**config.mk**
```make
export PLATFORM = sky130hd
export DESIGN_NAME = output_compare_unit
export DESIGN_NICKNAME = d
export VERILOG_FILES = /design/src/hw/oc_pkg.sv /design/src/hw/output_compare_unit.sv /design/src/hw/oc_sync2.sv /design/src/hw/oc_wave.sv
export SDC_FILE = /design/constraint.sdc
export NUM_CORES = 1
export LEC_CHECK = 0
export BUFFER_PORTS_ARGS = -buffer_cell sky130_fd_sc_hd__buf_2
export CAP_MARGIN = 15
export CELL_PAD_IN_SITES_DETAIL_PLACEMENT = 2
export CELL_PAD_IN_SITES_GLOBAL_PLACEMENT = 2
export CORE_UTILIZATION = 42
export DETAILED_ROUTE_END_ITERATION = 7
export PLACE_DENSITY = 0.87
export REMOVE_ABC_BUFFERS = 1
export SLEW_MARGIN = 30
export SYNTH_ARGS = -nofsm -noshare
export SYNTH_HDL_FRONTEND = slang
export SYNTH_HIERARCHICAL = 1
export SYNTH_SLANG_ARGS = --single-unit
export TNS_END_PERCENT = 20
```
**constraint.sdc**
```tcl
create_clock -name pclk -period 5.85 [get_ports pclk]
set_input_delay 0.2925 -clock pclk [delete_from_list [all_inputs] [get_ports pclk]]
set_output_delay 0.2925 -clock pclk [all_outputs]
set_load 0.005 [all_outputs]
```
**src/hw/oc_pkg.sv**
```systemverilog
// constants, types and register layout of the output compare unit
// Function
// - mode 000 disables the channel; no waveform activity on the pin.
// - mode 001 starts low, sets high on match A; 010 starts high, clears.
// - mode 011 toggles the output on every compare_a match.
// - mode 100 starts low, toggles on A then B, one pulse only.
// - mode 101 starts low, toggles on alternate A and B matches forever.
// - mode 110 edge PWM: high at timer zero, low at compare_a.
// - mode 111 center PWM: high at compare_a, low at compare_b.
// - compare values double-buffered only in PWM modes, else written directly.
// - clock select 111 peripheral, 100 timer1, 001 timer3, 000 timer2.
// - stop-in-idle set halts the timer and waveform while the processor idles.
// - fault input is watched only while fault enable is set.
// - hardware sets fault flag on fault; software reads and writes it.
// - fault mode 1 also needs flag cleared; both need source gone, new period.
// - during fault without tristate, output driven to fault-out level.
// - tristate-on-fault floats the pin for the whole fault.
// - invert bit inverts the generated waveform before the pin.
// - output tristate bit floats the pin; clear lets the unit drive it unless tristate-on-fault floats it in a fault.
// - trigger/sync select 1 triggers the timer, 0 synchronises it.
// - trigger status set by source; clear holds timer at zero; software writable.
// - trigger status mode 1 also clears status on compare_b timer match.
// - source 01100 timer2 is default; 11111 own compare_b; 00000 none.
// - other sources: capture irq, capture, analog comp 1, analog comp 2, ext int 2, ext int 1, timer3, timer1.
// - the unit can raise an interrupt request on compare matches.
package oc_pkg;
   localparam logic [11:0] ctl_one_addr = 12'h000;
   localparam logic [11:0] ctl_two_addr = 12'h004;
   localparam logic [11:0] cmp_a_addr = 12'h008;
   localparam logic [11:0] cmp_b_addr = 12'h00C;
   localparam logic [11:0] timer_addr = 12'h010;
   localparam logic [11:0] status_addr = 12'h014;
   // control one fields
   localparam int stop_idle_bit = 13;
   localparam int clk_sel_lsb = 10;
   localparam int fault_en_bit = 7;
   localparam int fault_flag_bit = 4;
   localparam int trig_mode_bit = 3;
   localparam int mode_lsb = 0;
   // control two fields
   localparam int fault_mode_bit = 15;
   localparam int fault_out_bit = 14;
   localparam int tri_fault_bit = 13;
   localparam int invert_bit = 12;
   localparam int trig_sel_bit = 7;
   localparam int trig_stat_bit = 6;
   localparam int out_tri_bit = 5;
   localparam int src_lsb = 0;
   localparam logic [15:0] ctl_one_rst = 16'h0000;
   localparam logic [15:0] ctl_two_rst = 16'h000C;
   localparam logic [15:0] ctl_one_wmask = 16'h3C9F;
   localparam logic [15:0] ctl_two_wmask = 16'hF0FF;
   typedef enum logic [2:0] {
      mode_off = 3'h0, mode_set_hi = 3'h1, mode_set_lo = 3'h2, mode_toggle = 3'h3,
      mode_one_pulse = 3'h4, mode_pulses = 3'h5, mode_epwm = 3'h6, mode_cpwm = 3'h7
   } mode_t;
   typedef enum logic [2:0] {
      clk_t2 = 3'h0, clk_t3 = 3'h1, clk_t1 = 3'h4, clk_periph = 3'h7
   } clk_sel_t;
   localparam logic [4:0] src_none = 5'h00;
   localparam logic [4:0] src_capture = 5'h05;
   localparam logic [4:0] src_timer1 = 5'h0B;
   localparam logic [4:0] src_timer2 = 5'h0C;
   localparam logic [4:0] src_timer3 = 5'h0D;
   localparam logic [4:0] src_cap_irq = 5'h10;
   localparam logic [4:0] src_analog_comparator_one = 5'h18;
   localparam logic [4:0] src_analog_comparator_two = 5'h19;
   localparam logic [4:0] src_external_interrupt_one = 5'h1D;
   localparam logic [4:0] src_external_interrupt_two = 5'h1E;
   localparam logic [4:0] src_own = 5'h1F;
   // pin-side event inputs, bundled
   typedef struct packed {
      logic timer_one_clock;
      logic timer_two_clock;
      logic timer_three_clock;
      logic timer1_evt;
      logic timer2_evt;
      logic timer3_evt;
      logic capture_evt;
      logic capture_irq_evt;
      logic analog_comparator_one;
      logic analog_comparator_two;
      logic external_interrupt_one;
      logic external_interrupt_two;
      logic fault_input_pin;
   } pins_t;
   // waveform generator controls
   typedef struct packed {
      mode_t mode;
      logic [15:0] cmp_a;
      logic [15:0] cmp_b;
   } wave_cfg_t;
endpackage

```
**src/hw/output_compare_unit.sv**
```systemverilog
// output compare unit top: apb registers, timer, trigger, fault, pin
//
// The address map and the APB slave port were left to the implementer.
`timescale 1ns/10ps
module output_compare_unit import oc_pkg::*; (
   input wire logic pclk,
   input wire logic presetn,
   input wire logic clk_en,
   input wire logic psel,
   input wire logic penable,
   input wire logic pwrite,
   input wire logic [11:0] paddr,
   input wire logic [31:0] pwdata,
   input wire logic [3:0] pstrb,
   output logic [31:0] prdata,
   output logic pready,
   output logic pslverr,
   input wire logic cpu_idle,
   input wire pins_t pins,
   output logic compare_output_pin,
   output logic compare_output_oe,
   output logic compare_irq
);
   // ****************************************
   // synchronised inputs
   // ****************************************
   pins_t pin_s;
   pins_t pin_d_r;
   oc_sync2 u_sync (
      .pclk(pclk),
      .presetn(presetn),
      .ce(clk_en),
      .d(pins),
      .q(pin_s)
   );
   always_ff @(posedge pclk or negedge presetn) begin
      if (!presetn) pin_d_r <= '0;
      else if (clk_en) pin_d_r <= pin_s;
   end
   function automatic logic rise(input logic now_v, input logic was_v);
      return now_v & ~was_v;
   endfunction

   // ****************************************
   // registers
   // ****************************************
   logic [15:0] ctl_one_r;
   logic [15:0] ctl_two_r;
   logic [15:0] cmp_a_r;
   logic [15:0] cmp_b_r;
   logic [15:0] cmp_a_buf_r;
   logic [15:0] cmp_b_buf_r;
   logic [15:0] timer_r;
   logic [15:0] timer_nxt;
   logic fault_active_r;
   logic irq_flag_r;
   mode_t mode;
   logic pwm_mode;
   logic wr_en;
   logic rd_en;
   logic addr_ok;
   logic match_a;
   logic match_b;
   logic wave;
   logic tick;
   logic src_evt;
   logic fault_in;
   logic period_start;
   logic run;
   logic restart;
   logic restart_r;
   wave_cfg_t cfg;

   assign mode = mode_t'(ctl_one_r[mode_lsb +: 3]);
   assign pwm_mode = (mode == mode_epwm) || (mode == mode_cpwm);
   assign addr_ok = (paddr == ctl_one_addr) || (paddr == ctl_two_addr) ||
                    (paddr == cmp_a_addr) || (paddr == cmp_b_addr) ||
                    (paddr == timer_addr) || (paddr == status_addr);
   assign wr_en = psel && penable && pwrite && pready && addr_ok && clk_en;
   assign rd_en = psel && !penable && !pwrite;

   function automatic logic [15:0] merge(input logic [15:0] old_v,
                                        input logic [31:0] new_v,
                                        input logic [3:0] strb,
                                        input logic [15:0] mask);
      logic [15:0] m;
      m = {{8{strb[1]}}, {8{strb[0]}}} & mask;
      return (old_v & ~m) | (new_v[15:0] & m);
   endfunction

   // ****************************************
   // apb slave
   // ****************************************
   always_ff @(posedge pclk or negedge presetn) begin
      if (!presetn) begin
         pready <= 1'b0;
         pslverr <= 1'b0;
      end else if (clk_en) begin
         pready <= psel && !penable;
         pslverr <= psel && !penable && !addr_ok;
      end
   end

   always_ff @(posedge pclk or negedge presetn) begin
      if (!presetn) begin
         prdata <= 32'h0000_0000;
      end else if (clk_en && rd_en) begin
         unique case (paddr)
            ctl_one_addr: prdata <= {16'h0000, ctl_one_r};
            ctl_two_addr: prdata <= {16'h0000, ctl_two_r};
            cmp_a_addr: prdata <= {16'h0000, cmp_a_buf_r};
            cmp_b_addr: prdata <= {16'h0000, cmp_b_buf_r};
            timer_addr: prdata <= {16'h0000, timer_r};
            status_addr: prdata <= {30'h0000_0000, fault_active_r, irq_flag_r};
            default: prdata <= 32'h0000_0000;
         endcase
      end
   end

   // control one; fault flag set wins over software clear
   always_ff @(posedge pclk or negedge presetn) begin
      if (!presetn) begin
         ctl_one_r <= ctl_one_rst;
      end else if (clk_en) begin
         if (wr_en && paddr == ctl_one_addr)
            ctl_one_r <= merge(ctl_one_r, pwdata, pstrb, ctl_one_wmask);
         if (ctl_one_r[fault_en_bit] && fault_in)
            ctl_one_r[fault_flag_bit] <= 1'b1;
      end
   end

   // control two; trigger status set wins over any clear
   always_ff @(posedge pclk or negedge presetn) begin
      if (!presetn) begin
         ctl_two_r <= ctl_two_rst;
      end else if (clk_en) begin
         if (wr_en && paddr == ctl_two_addr)
            ctl_two_r <= merge(ctl_two_r, pwdata, pstrb, ctl_two_wmask);
         if (run && ctl_one_r[trig_mode_bit] && match_b && ctl_two_r[trig_sel_bit])
            ctl_two_r[trig_stat_bit] <= 1'b0;
         if (ctl_two_r[trig_sel_bit] && src_evt)
            ctl_two_r[trig_stat_bit] <= 1'b1;
      end
   end

   // compare values: buffered copies load at period start in pwm
   always_ff @(posedge pclk or negedge presetn) begin
      if (!presetn) begin
         cmp_a_buf_r <= 16'h0000;
         cmp_b_buf_r <= 16'h0000;
         cmp_a_r <= 16'h0000;
         cmp_b_r <= 16'h0000;
      end else if (clk_en) begin
         if (wr_en && paddr == cmp_a_addr)
            cmp_a_buf_r <= merge(cmp_a_buf_r, pwdata, pstrb, 16'hFFFF);
         if (wr_en && paddr == cmp_b_addr)
            cmp_b_buf_r <= merge(cmp_b_buf_r, pwdata, pstrb, 16'hFFFF);
         if (!pwm_mode || period_start) begin
            cmp_a_r <= cmp_a_buf_r;
            cmp_b_r <= cmp_b_buf_r;
         end
      end
   end

   // ****************************************
   // time base and trigger source
   // ****************************************
   always_comb begin
      unique case (clk_sel_t'(ctl_one_r[clk_sel_lsb +: 3]))
         clk_periph: tick = 1'b1;
         clk_t1: tick = rise(pin_s.timer_one_clock, pin_d_r.timer_one_clock);
         clk_t2: tick = rise(pin_s.timer_two_clock, pin_d_r.timer_two_clock);
         clk_t3: tick = rise(pin_s.timer_three_clock, pin_d_r.timer_three_clock);
         default: tick = 1'b0;
      endcase
   end

   always_comb begin
      unique case (ctl_two_r[src_lsb +: 5])
         src_capture: src_evt = rise(pin_s.capture_evt, pin_d_r.capture_evt);
         src_timer1: src_evt = rise(pin_s.timer1_evt, pin_d_r.timer1_evt);
         src_timer2: src_evt = rise(pin_s.timer2_evt, pin_d_r.timer2_evt);
         src_timer3: src_evt = rise(pin_s.timer3_evt, pin_d_r.timer3_evt);
         src_cap_irq: src_evt = rise(pin_s.capture_irq_evt, pin_d_r.capture_irq_evt);
         src_analog_comparator_one: src_evt = rise(pin_s.analog_comparator_one,
                                  pin_d_r.analog_comparator_one);
         src_analog_comparator_two: src_evt = rise(pin_s.analog_comparator_two,
                                  pin_d_r.analog_comparator_two);
         src_external_interrupt_one: src_evt = rise(pin_s.external_interrupt_one,
                                  pin_d_r.external_interrupt_one);
         src_external_interrupt_two: src_evt = rise(pin_s.external_interrupt_two,
                                  pin_d_r.external_interrupt_two);
         src_own: src_evt = match_b && tick;
         default: src_evt = 1'b0;
      endcase
   end

   assign fault_in = pin_s.fault_input_pin;
   assign run = clk_en && !(cpu_idle && ctl_one_r[stop_idle_bit]) && mode != mode_off;
   assign period_start = tick && (timer_r == 16'h0000);

   always_comb begin
      timer_nxt = timer_r;
      if (ctl_two_r[trig_sel_bit] && !ctl_two_r[trig_stat_bit])
         timer_nxt = 16'h0000;
      else if (!ctl_two_r[trig_sel_bit] && src_evt)
         timer_nxt = 16'h0000;
      else if (tick && pwm_mode && match_b)
         timer_nxt = 16'h0000;
      else if (tick)
         timer_nxt = 16'(timer_r + 16'h0001);
   end

   always_ff @(posedge pclk or negedge presetn) begin
      if (!presetn) timer_r <= 16'h0000;
      else if (run) timer_r <= timer_nxt;
      else if (clk_en && mode == mode_off) timer_r <= 16'h0000;
   end

   // ****************************************
   // waveform, fault and pin
   // ****************************************
   assign cfg = '{mode: mode, cmp_a: cmp_a_r, cmp_b: cmp_b_r};
   // restart a cycle after the write, so the generator sees the new mode
   always_ff @(posedge pclk or negedge presetn) begin
      if (!presetn) restart_r <= 1'b0;
      else if (clk_en) restart_r <= wr_en && paddr == ctl_one_addr;
   end
   assign restart = clk_en && restart_r;

   oc_wave u_wave (
      .pclk(pclk),
      .presetn(presetn),
      .run(run && tick),
      .restart(restart),
      .cfg(cfg),
      .timer(timer_r),
      .wave(wave),
      .match_a(match_a),
      .match_b(match_b)
   );

   always_ff @(posedge pclk or negedge presetn) begin
      if (!presetn) begin
         fault_active_r <= 1'b0;
      end else if (clk_en) begin
         if (ctl_one_r[fault_en_bit] && fault_in)
            fault_active_r <= 1'b1;
         else if (fault_active_r && period_start && !fault_in &&
                  !(ctl_two_r[fault_mode_bit] && ctl_one_r[fault_flag_bit]))
            fault_active_r <= 1'b0;
      end
   end

   always_ff @(posedge pclk or negedge presetn) begin
      if (!presetn) begin
         compare_output_pin <= 1'b0;
         compare_output_oe <= 1'b0;
      end else if (clk_en) begin
         if (fault_active_r) begin
            compare_output_pin <= ctl_two_r[fault_out_bit];
            compare_output_oe <= !ctl_two_r[tri_fault_bit] && !ctl_two_r[out_tri_bit];
         end else begin
            compare_output_pin <= wave ^ ctl_two_r[invert_bit];
            compare_output_oe <= !ctl_two_r[out_tri_bit];
         end
      end
   end

   always_ff @(posedge pclk or negedge presetn) begin
      if (!presetn) begin
         irq_flag_r <= 1'b0;
         compare_irq <= 1'b0;
      end else if (clk_en) begin
         if (run && tick && (match_a || (match_b && mode >= mode_one_pulse)))
            irq_flag_r <= 1'b1;
         else if (wr_en && paddr == status_addr && pwdata[0])
            irq_flag_r <= 1'b0;
         compare_irq <= irq_flag_r;
      end
   end
endmodule

```
**src/hw/oc_sync2.sv**
```systemverilog
// two-flop synchroniser for a bundle of pin inputs
`timescale 1ns/10ps
module oc_sync2 import oc_pkg::*; (
   input wire logic pclk,
   input wire logic presetn,
   input wire logic ce,
   input wire pins_t d,
   output pins_t q
);
   pins_t meta_r;
   always_ff @(posedge pclk or negedge presetn) begin
      if (!presetn) begin
         meta_r <= '0;
         q <= '0;
      end else if (ce) begin
         meta_r <= d;
         q <= meta_r;
      end
   end
endmodule

```
**src/hw/oc_wave.sv**
```systemverilog
// waveform generator: compare matches to raw output level
`timescale 1ns/10ps
module oc_wave import oc_pkg::*; (
   input wire logic pclk,
   input wire logic presetn,
   input wire logic run,
   input wire logic restart,
   input wire wave_cfg_t cfg,
   input wire logic [15:0] timer,
   output logic wave,
   output logic match_a,
   output logic match_b
);
   logic done_r;
   logic phase_b_r;
   assign match_a = (timer == cfg.cmp_a);
   assign match_b = (timer == cfg.cmp_b);
   always_ff @(posedge pclk or negedge presetn) begin
      if (!presetn) begin
         wave <= 1'b0;
         done_r <= 1'b0;
         phase_b_r <= 1'b0;
      end else if (restart) begin
         wave <= (cfg.mode == mode_set_lo);
         done_r <= 1'b0;
         phase_b_r <= 1'b0;
      end else if (run) begin
         unique case (cfg.mode)
            mode_off: wave <= 1'b0;
            mode_set_hi: if (match_a) wave <= 1'b1;
            mode_set_lo: if (match_a) wave <= 1'b0;
            mode_toggle: if (match_a) wave <= ~wave;
            mode_one_pulse: begin
               if (!done_r && !phase_b_r && match_a) begin
                  wave <= 1'b1;
                  phase_b_r <= 1'b1;
               end else if (!done_r && phase_b_r && match_b) begin
                  wave <= 1'b0;
                  done_r <= 1'b1;
               end
            end
            mode_pulses: begin
               if (!phase_b_r && match_a) begin
                  wave <= ~wave;
                  phase_b_r <= 1'b1;
               end else if (phase_b_r && match_b) begin
                  wave <= ~wave;
                  phase_b_r <= 1'b0;
               end
            end
            mode_epwm: begin
               if (timer == 16'h0000) wave <= 1'b1;
               else if (match_a) wave <= 1'b0;
            end
            mode_cpwm: begin
               if (match_a) wave <= 1'b1;
               else if (match_b) wave <= 1'b0;
            end
         endcase
      end
   end
endmodule

```
# After elaboration in Yosys (flattened, before gate mapping)
# Index checks and enable logic that the tools add are counted.
[totals]
reg_bits = 193
in_bits = 68
output_inout_bits = 37
word_cells = 273
[classes]
add_sub_neg = 1
magnitude_cmp = 1
n_eq_ne = 35
muxes = 44
n_bitwise = 40
n_reduce_logical = 93
[ops]
columns = ["op", "count"]
rows = [
  ["16-bit AND", 6],
  ["16-bit 2-to-1 mux", 6],
  ["16-bit case mux with 6 select lines", 1],
  ["16-bit bitwise OR", 4],
  ["1-bit logical AND", 45],
  ["16-bit == test", 2],
  ["16-bit NOT", 2],
  ["1-bit 2-to-1 mux", 31],
  ["5-bit == test (second input constant)", 6],
  ["12-bit by 4-bit == test with 1-bit output (second input constant)", 2],
  ["12-bit by 5-bit == test with 1-bit output (second input constant)", 2],
  ["2-bit AND reduction", 10],
  ["3-bit == test (second input constant)", 6],
  ["16-bit by 1-bit adder with 16-bit output (second input constant)", 1],
  ["16-bit by 14-bit AND with 16-bit output", 1],
  ["16-bit zero test", 1],
  ["14-bit NOT with 16-bit output", 1],
  ["5-bit by 4-bit == test with 1-bit output (second input constant)", 3],
  ["2-bit nonzero test", 7],
  ["1-bit zero test", 13],
  ["1-bit NOT", 13],
  ["1-bit AND", 12],
  ["12-bit by 3-bit == test with 1-bit output (second input constant)", 1],
  ["12-bit zero test", 1],
  ["other kinds (22)", 37],
]

# Depth between registers and ports, before layout
# Gate-level depths: netlist (run 1).
[logic_depth]
word_depth = 12
ltp_mapped = 9
depth_no_buf = 8

# Cells and area by module
# The synthesis (run 1) kept the hierarchy.
[modules_own_cells]
columns = ["module", "n_inst", "cells_per_inst", "area_each_um2", "seq_area_each_um2"]
rows = [
  ["output_compare_unit", 1, 559, 6608.8, 3455.8],
  ["oc_sync2", 1, 55, 1069.8, 650.6],
  ["oc_wave", 1, 88, 688.2, 75.1],
]

# Worst setup path before layout (run 1)
# Ideal clock, no wire load.
[synth_path]
path_type = "register -> register"
start = "register timer_r[11]"
end = "register timer_r[7]"
setup_ns = 0.140
arrival_time_ns = 2.088
required_time_ns = 5.710
setup_slack_ns = 3.622
path_stages_with_launch = 10
path_buffers = 1
synth_period_minus_slack_ns = 2.228
path_cell_list = "dfrtp_1 xnor2_1 nand4_1 nor4_4 nand3_1 nor3_2 o41ai_4 buf_2 a31oi_1 a31oi_1"
[synth_via]
elab_chain_cells = 7
elab_cells_between_ends = 11
cone_classes = "eq/ne: 2; mux: 5; reduce/logical: 4"
[synth_rtl]
columns = ["item", "line", "rtl"]
rows = [
  ["start, declared", "output_compare_unit.sv:53", "logic [15:0] timer_r;"],
  ["start signal, assigned", "output_compare_unit.sv:216", "else if (run) timer_r <= timer_nxt;"],
  ["16-bit == test *", "oc_wave.sv:17", "assign match_b = (timer == cfg.cmp_b);"],
  ["named net match_b", "output_compare_unit.sv:63", "logic match_b;"],
  ["1-bit logical AND", "output_compare_unit.sv:193", "src_own: src_evt = match_b && tick;"],
  ["1-bit case mux with 10 select lines", "output_compare_unit.sv:179", "unique case (ctl_two_r[src_lsb +: 5])"],
  ["1-bit logical AND", "output_compare_unit.sv:206", "else if (!ctl_two_r[trig_sel_bit] && src_evt)"],
  ["16-bit 2-to-1 mux", "output_compare_unit.sv:206", ""],
  ["16-bit 2-to-1 mux", "output_compare_unit.sv:204", "if (ctl_two_r[trig_sel_bit] && !ctl_two_r[trig_stat_bit])"],
  ["16-bit 2-to-1 mux", "output_compare_unit.sv:216", ""],
]
# Mark *: on every way through the listed nets, which the timed path passes. The rest lies on a longest branch.
# A chain may end at the register's enable or synchronous reset.

# Worst setup path in the final report (run 1)
[layout_path]
start = "register timer_r[4]"
end = "register timer_r[14]"
# Same word-level chain as after synthesis.

==> impl_metrics.json, run 1 <==
{
  "n_fill_cell": 1974,
  "die_area_mm2": 0.02049,
  "cp-end-kind": "flip-flop",
  "drt_iter0_markers": 462,
  "worstPathRequired_ns": 6.12,
  "yosys_warnings": 6,
  "synth-edff-count": 0,
  "synth_area_per_cell_um2": 11.92,
  "synth_cell_types": 73,
  "antenna_cells": 0,
  "viasPerCell": 6.265,
  "hold_viol": 0,
  "drc_errors": 0,
  "synth_top_area_frac": 0.4935,
  "final.setup_skew_ns": 0.009333,
  "regToRegSetupSlack_ns": 2.56,
  "final_nets": 839,
  "antenna_left": 0,
  "dpl-instance-area_mm2": 0.008884,
  "gp_congestion": 0.8194,
  "cts_root_buffer": "clkbuf_16",
  "synth_cells": 702,
  "fmax_mhz": 303.9,
  "ys_ff_latch": 167,
  "path_depth": 8,
  "cts.sinks": 167,
  "clk_path_buf_depth": 2,
  "post-place-cells": 1012,
  "fin_cells": 1047,
  "track_usage": 0.3180,
  "irDropWorstVdd_uv": 230.8,
  "grt_pass1_vias": 7446,
  "rows": 51,
  "critPathMaxFanout": 14,
  "status": "completed",
  "cp_top_family": "simple AND/OR/NAND/NOR gates",
  "die_height_um": 143.1,
  "maxSlewHeadroom": 0.3172,
  "slowest_stage": "nor4_4",
  "period_needed_ns": 3.291,
  "rsz0062_at_grt": "no",
  "cts_tree": "done",
  "synth_area_leaders": "dfrtp_1 (49%), mux2_2 (15%), mux2_4 (3.6%)",
  "cp-startpoint": "timer_r[4]$_DFFE_PN0P_",
  "cts_htree_levels": 4,
  "rr_worst_depth": 8,
  "critPathArrivalTime_ns": 3.56,
  "multi_input_area_mm2": 0.003931,
  "max_stage_delay_ns": 0.61,
  "grt_antenna_before_repair": 0,
  "start_kind": "flip-flop",
  "p_leak_nw": 4.362,
  "port_buffers": 70,
  "routedWlPerCell_um": 29.44,
  "slew_violations": 0,
  "cts_made_buffers": 17,
  "crit_end": "timer_r[14]$_DFFE_PN0P_",
  "clk_latency_ns": 0.44,
  "vias": 6559,
  "clkSlewWorstSetupHoldPaths_ns": 0.07,
  "worst_pin_slew_ns": 1.019,
  "coreArea_mm2": 0.01953,
  "tns_ns": 0,
  "synth_top_area_cell": "dfrtp_1",
  "cellPowerDensity_mw_per_mm2": 267.5,
  "worstReg2RegStart": "timer_r[4]$_DFFE_PN0P_",
  "fp.dieW_um": 143.1,
  "grt_first_pass_wirelength_mm": 47.13,
  "ys_async_sr_fraction": 1.000,
  "final_area_mm2": 0.009500,
  "holdCritPathClass": "primary input to flip-flop",
  "final_common_cell": "dfrtp_1",
  "maxCapViolations": 0,
  "fin_hold_ws_ns": 0.07933,
  "timing.final.crit_share": 0.5626,
  "drive_gt1_frac": 0.3325,
  "grt_max_degree": 91,
  "totalWireLength_mm": 30.83,
  "crit_chain": "xnor2_1 -> nand4_1 -> nor4_4 -> nand3_1 -> nor3_2 -> o21ai_2 -> nand3b_1 -> a31oi_1",
  "overflow": 0,
  "critPathKind": "flip-flop to flip-flop",
  "ys.flop_type": "dfrtp_1",
  "start_util": 0.4285,
  "seq_area_frac_synth": 0.4998,
  "hpwl_mm": 18.48,
  "io_pins": 105,
  "netlist_area_mm2": 0.008367,
  "setup_viol": 0,
  "dr.pass1.iters": 5,
  "r2r-end": "timer_r[14]$_DFFE_PN0P_",
  "area_growth_pct": 13.55,
  "cts_setup_buffers": 0,
  "final_cell_mix": "dfrtp_1 (165), mux2_2 (110), buf_2 (69)",
  "crit_buf_inv": 0,
  "seq_area_mm2": 0.004182
}
kinds of logic after synthesis:
logic type	share of synthesized area
xor+xnor	0.03454
buf+inv	0.03948
mux	0.2104
compound gates	0.09152
simple gates	0.1208
fa+ha+maj	0.002990
flops	0.4998
other cells	0.0004482
Yosys cell counts (3+ instances only):
cell      count
dfrtp_1     165
a222oi_1      3
nor4_1       12
mux2_1        9
nor2b_1       3
and3_1       12
mux2i_1      12
buf_1         5
a21oi_1      14
nand2_1      41
a221oi_1      6
buf_2        10
nor3_1        6
nand3_1      22
and2_1        3
clkbuf_1     10
xnor2_1      33
nand3b_1     15
o21ai_1       9
buf_4        17
nand4_1      12
mux2_4       20
o21ai_0      27
inv_1        12
mux2_2      110
a31oi_1      32
nand2b_1      3
nor2_1       22
or3_1         4
worst reg2reg max path, cell delays in order (launching register included):
cell	delay, ns
dfrtp_1	0.54
xnor2_1	0.32
nand4_1	0.26
nor4_4	0.61
nand3_1	0.20
nor3_2	0.42
o21ai_2	0.34
nand3b_1	0.25
a31oi_1	0.17
worst min-delay path by stage:
stage / from / end / slack (ns) / cells after the start
after global placement: presetn / prdata[6]$_DFFE_PN0P_ / 0.42 / 1
after CTS: pins[10] / u_sync/meta_r[10]$_DFFE_PN0P_ / 0.07 / 2
final: pins[11] / u_sync/meta_r[11]$_DFFE_PN0P_ / 0.08 / 2
after global routing: pins[10] / u_sync/meta_r[10]$_DFFE_PN0P_ / 0.08 / 2
after detailed placement: presetn / prdata[6]$_DFFE_PN0P_ / 0.44 / 1
after floorplan: presetn / asynchronous set/reset pin / -0.003 / 0
where the power goes:
group / total, mW / switching (mW) / internal [mW]
clock: 1.13 / 0.534 / 0.599
sequential: 1.23 / 0.0347 / 1.19
combinational: 0.180 / 0.103 / 0.0767
layer usage:
metal | GRT usage | vias to the layer above | part of all wire
met2 | 0.5484 | 289 | 0.51
met3 | 0.05667 | 93 | 0.046
met5 | 0 | - | 0
met4 | 0.1828 | 0 | 0.048
met1 | 0.3716 | 3494 | 0.40
li1 | - | 2683 | -
through the flow:
step / utilization / setup slack, ns / power, mW
6_report: 0.4865 / 2.559 / 2.542
5_1_grt: 0.4865 / 2.471 / 2.603
4_1_cts: 0.4846 / 2.627 / 2.551
3_5_place_dp: 0.4550 / 2.740 / 1.416
3_3_place_gp: 0.4546 / 2.952 / 1.397
2_1_floorplan: - / 2.791 / 1.316
area by class of cell:
class                           count  area share
Clock buffer                       18     0.04517
Sequential cell                   167      0.4401
Multi-Input combinational cell    493      0.4138
Clock inverter                     14     0.01462
Timing Repair Buffer               78     0.04662
Inverter                           12    0.004741
Tap cell                          265     0.03490
repair_timing:
item	CTS	global route
setup endpoints to repair	0	0
resized for setup	0	0
hold buffers	1	0
endpoints found under the hold margin	65	0
(Power assumes the default switching activity.)
==> inputs of run 2 (changes only) <==
--- a/config.mk
+++ b/config.mk
@@ -5,13 +5,14 @@
 export SDC_FILE = /design/constraint.sdc
 export NUM_CORES = 1
 export LEC_CHECK = 0
+export ABC_AREA = 1
 export BUFFER_PORTS_ARGS = -buffer_cell sky130_fd_sc_hd__buf_2
 export CAP_MARGIN = 15
 export CELL_PAD_IN_SITES_DETAIL_PLACEMENT = 2
 export CELL_PAD_IN_SITES_GLOBAL_PLACEMENT = 2
-export CORE_UTILIZATION = 42
+export CORE_UTILIZATION = 34
 export DETAILED_ROUTE_END_ITERATION = 7
-export PLACE_DENSITY = 0.87
+export PLACE_DENSITY = 0.82
 export REMOVE_ABC_BUFFERS = 1
 export SLEW_MARGIN = 30
 export SYNTH_ARGS = -nofsm -noshare
==> constraint.sdc (replaced) <==
create_clock -name pclk -period 3.4 [get_ports pclk]
set_input_delay 0.17 -clock pclk [delete_from_list [all_inputs] [get_ports pclk]]
set_output_delay 0.17 -clock pclk [all_outputs]
set_load 0.005 [all_outputs]
==> impl_metrics.json, run 2 <==
{
  "postLayoutSetupSlackWorst_ns": 0.4172,
  "grt_first_pass_wirelength_mm": 52.16,
  "ys.flop_type": "dfrtp_1",
  "area_growth_pct": 15.85,
  "final.setup_skew_ns": 0.01516,
  "fmax_mhz": 335.3,
  "die_area_mm2": 0.02743,
  "vias": 8398,
  "p_leak_nw": 5.352,
  "grt_antenna_before_repair": 1,
  "irDropWorstVdd_uv": 213.9,
  "viasPerCell": 5.093,
  "switching_share": 0.2899,
  "gp_congestion": 0.8837,
  "rows": 59,
  "cts.sinks": 167,
  "final_area_mm2": 0.01055,
  "cp-startpoint": "timer_r[0]$_DFFE_PN0P_",
  "overflow": 0,
  "critPathMaxFanout": 15,
  "totalWireLength_mm": 32.02,
  "start_kind": "flip-flop",
  "synth_area_per_cell_um2": 7.535,
  "grt_pass1_vias": 9394,
  "pwr-share-seq": 0.470,
  "synth_top_area_frac": 0.4536,
  "synth-edff-count": 0,
  "yosysMostFrequentCell": "nand2_1",
  "ys_ff_latch": 167,
  "drt_iter0_markers": 351,
  "max_stage_delay_ns": 0.70,
  "synth_cells": 1208,
  "seq_area_frac_synth": 0.4594,
  "cts_made_buffers": 17,
  "critPathArrivalTime_ns": 3.36,
  "cp-end-kind": "flip-flop",
  "drive_gt1_frac": 0.1592,
  "period_needed_ns": 2.983,
  "final_cell_mix": "nand2_1 (421), dfrtp_1 (165), inv_1 (133)",
  "synth_cell_types": 47,
  "cellPowerDensity_mw_per_mm2": 419.3,
  "post-place-cells": 1602,
  "crit_chain": "xor2_1 -> nor2_1 -> nand2_1 -> nor2_1 -> nand2_1 -> inv_1 -> nand3_1 -> nand4_1 -> nand2_2 -> a21oi_2 -> nand2_1 -> nand2_1",
  "crit_buf_inv": 1,
  "netlist_area_mm2": 0.009102,
  "maxSlewHeadroom": 0.3448,
  "worstReg2RegStart": "timer_r[0]$_DFFE_PN0P_",
  "status": "finished, violations left",
  "cp_top_family": "simple AND/OR/NAND/NOR gates",
  "timing.final.crit_share": 0.8773,
  "port_buffers": 70,
  "hold_start": "pwdata[11]",
  "die_height_um": 165.6,
  "antenna_left": 0,
  "final_common_cell": "nand2_1",
  "worst_pin_slew_ns": 0.9767,
  "pre_cts_slack_ns": 0.5414,
  "critPathKind": "flip-flop to flip-flop",
  "fp.dieW_um": 165.6,
  "p_comb_frac": 0.069,
  "track_usage": 0.2439,
  "clkSlewWorstSetupHoldPaths_ns": 0.08,
  "clk_path_buf_depth": 2,
  "start_util": 0.3483,
  "routedWlPerCell_um": 19.42,
  "hpwl_mm": 22.94,
  "setup_viol": 0,
  "clkPwrFrac": 0.461,
  "holdCritPathClass": "primary input to flip-flop",
  "coreArea_mm2": 0.02613,
  "ys_async_sr_fraction": 1.000,
  "io_pins": 105,
  "synth_top_area_cell": "dfrtp_1",
  "tns_ns": 0,
  "switchingPower_mw": 1.282,
  "rsz0062_at_grt": "no",
  "cts_htree_levels": 4,
  "dr.pass1.iters": 7,
  "cts_tree": "done",
  "worstPathRequired_ns": 3.78,
  "dpl-instance-area_mm2": 0.009781,
  "yosys_warnings": 6,
  "crit_path_frequent_cell": "nand2_1",
  "synth_area_leaders": "dfrtp_1 (45%), nand2_1 (17%), inv_1 (5.5%)",
  "drc_errors": 4,
  "failed_checks": "DRC",
  "intPower_mw": 3.139,
  "fin_cells": 1649,
  "grt_max_degree": 124,
  "slew_violations": 0,
  "ys_top_cells_by_count": "nand2_1 (421), dfrtp_1 (165), inv_1 (134), nor2_1 (110), o21ai_0 (64)",
  "ctsResizeCount": 0,
  "cts_root_buffer": "clkbuf_16",
  "final_nets": 1370,
  "maxCapViolations": 0,
  "slowest_stage": "a21oi_2",
  "hold_viol": 0,
  "clk_latency_ns": 0.46
}
[run 2: cell types whose count changed after synthesis, moves of 28 or more]
| cell | delta |
|---|---|
| o21ai_0 | +37 |
| nand3_1 | +28 |
| xnor2_1 | -33 |
| a31oi_1 | -31 |
| o21ai_2 | +29 |
| inv_1 | +122 |
| nand2_1 | +380 |
| mux2_2 | -110 |
| nor2_1 | +88 |
[run 2: repair_timing]
item	in CTS	in global routing
setup buffers	0	0
endpoints found under the hold margin	57	0
hold buffers	14	0
[run 2: cells by family (layout without fill, tap and decap cells)]
family / after synthesis / count (layout) / share of synthesized area
other: 1 / 17 / 0.0004120
buffers and inverters: 197 / 287 / 0.09966
XOR/XNOR: 23 / 23 / 0.02213
AND/OR/NAND/NOR: 669 / 669 / 0.3155
AO/OA/AOI/OAI: 149 / 149 / 0.1002
adder cells (fa/ha/maj): 2 / 2 / 0.002749
flip-flops: 167 / 167 / 0.4594
[run 2: worst paths after layout]
path / to / cells after the start / slack, ns
min reg2reg: u_sync/meta_r[11]$_DFFE_PN0P_ / 2 / 0.48
max: timer_r[4]$_DFFE_PN0P_ / 12 / 0.42
max reg2reg: timer_r[4]$_DFFE_PN0P_ / 12 / 0.42
min in group asynchronous: cmp_a_r[11]$_DFFE_PN0P_ / 2 / 0.23
min: flip-flop / 3 / 0.01
max in group asynchronous: asynchronous set/reset pin / 3 / 2.09
[run 2: metrics by stage]
step	total power, mW	util	hold WS (ns)
detailed placement	2.412	0.3743	0.1440
global route	4.573	0.4034	0.01880
finish	4.421	0.4035	0.01125
global placement	2.394	0.3743	0.1403
CTS	4.466	0.4034	0.01152
floorplan	2.239	-	-0.1256
[run 2: area by class of cell]
| class | count | area (µm²) |
|---|---|---|
| Fill cell | 3143 | 15590 |
| Sequential cell | 167 | 4182 |
| Multi-Input combinational cell | 859 | 4070 |
| Timing Repair Buffer | 103 | 664.4 |
| Inverter | 152 | 585.6 |
| Clock buffer | 17 | 425.4 |
| Tap cell | 335 | 419.2 |
| Clock inverter | 15 | 196.4 |
| Antenna cell | 1 | 2.502 |
[run 2: worst reg2reg max path, stage by stage, from the launching register on]
cell	delay [ns]
dfrtp_1	0.55
xor2_1	0.25
nor2_1	0.16
nand2_1	0.09
nor2_1	0.11
nand2_1	0.09
inv_1	0.16
nand3_1	0.14
nand4_1	0.15
nand2_2	0.25
a21oi_2	0.70
nand2_1	0.15
nand2_1	0.10
[run 2: power groups by stage]
stage	Combinational, mW	Clock, mW	Sequential [mW]
global placement	0.279	0	2.12
CTS	0.310	2.08	2.08
floorplan	0.130	0	2.11
detailed placement	0.293	0	2.12
finish	0.304	2.04	2.08
global route	0.344	2.14	2.09
[run 2: routing by layer]
metal / share of wire / vias up / global-route usage / routed length [µm]
li1: - / 3969 / - / -
met1: 0.44 / 4228 / 0.3045 / 14200
met2: 0.50 / 156 / 0.4326 / 16170
met3: 0.031 / 45 / 0.03799 / 1002
met4: 0.020 / 0 / 0.07355 / 652
met5: 0 / - / 0 / 0
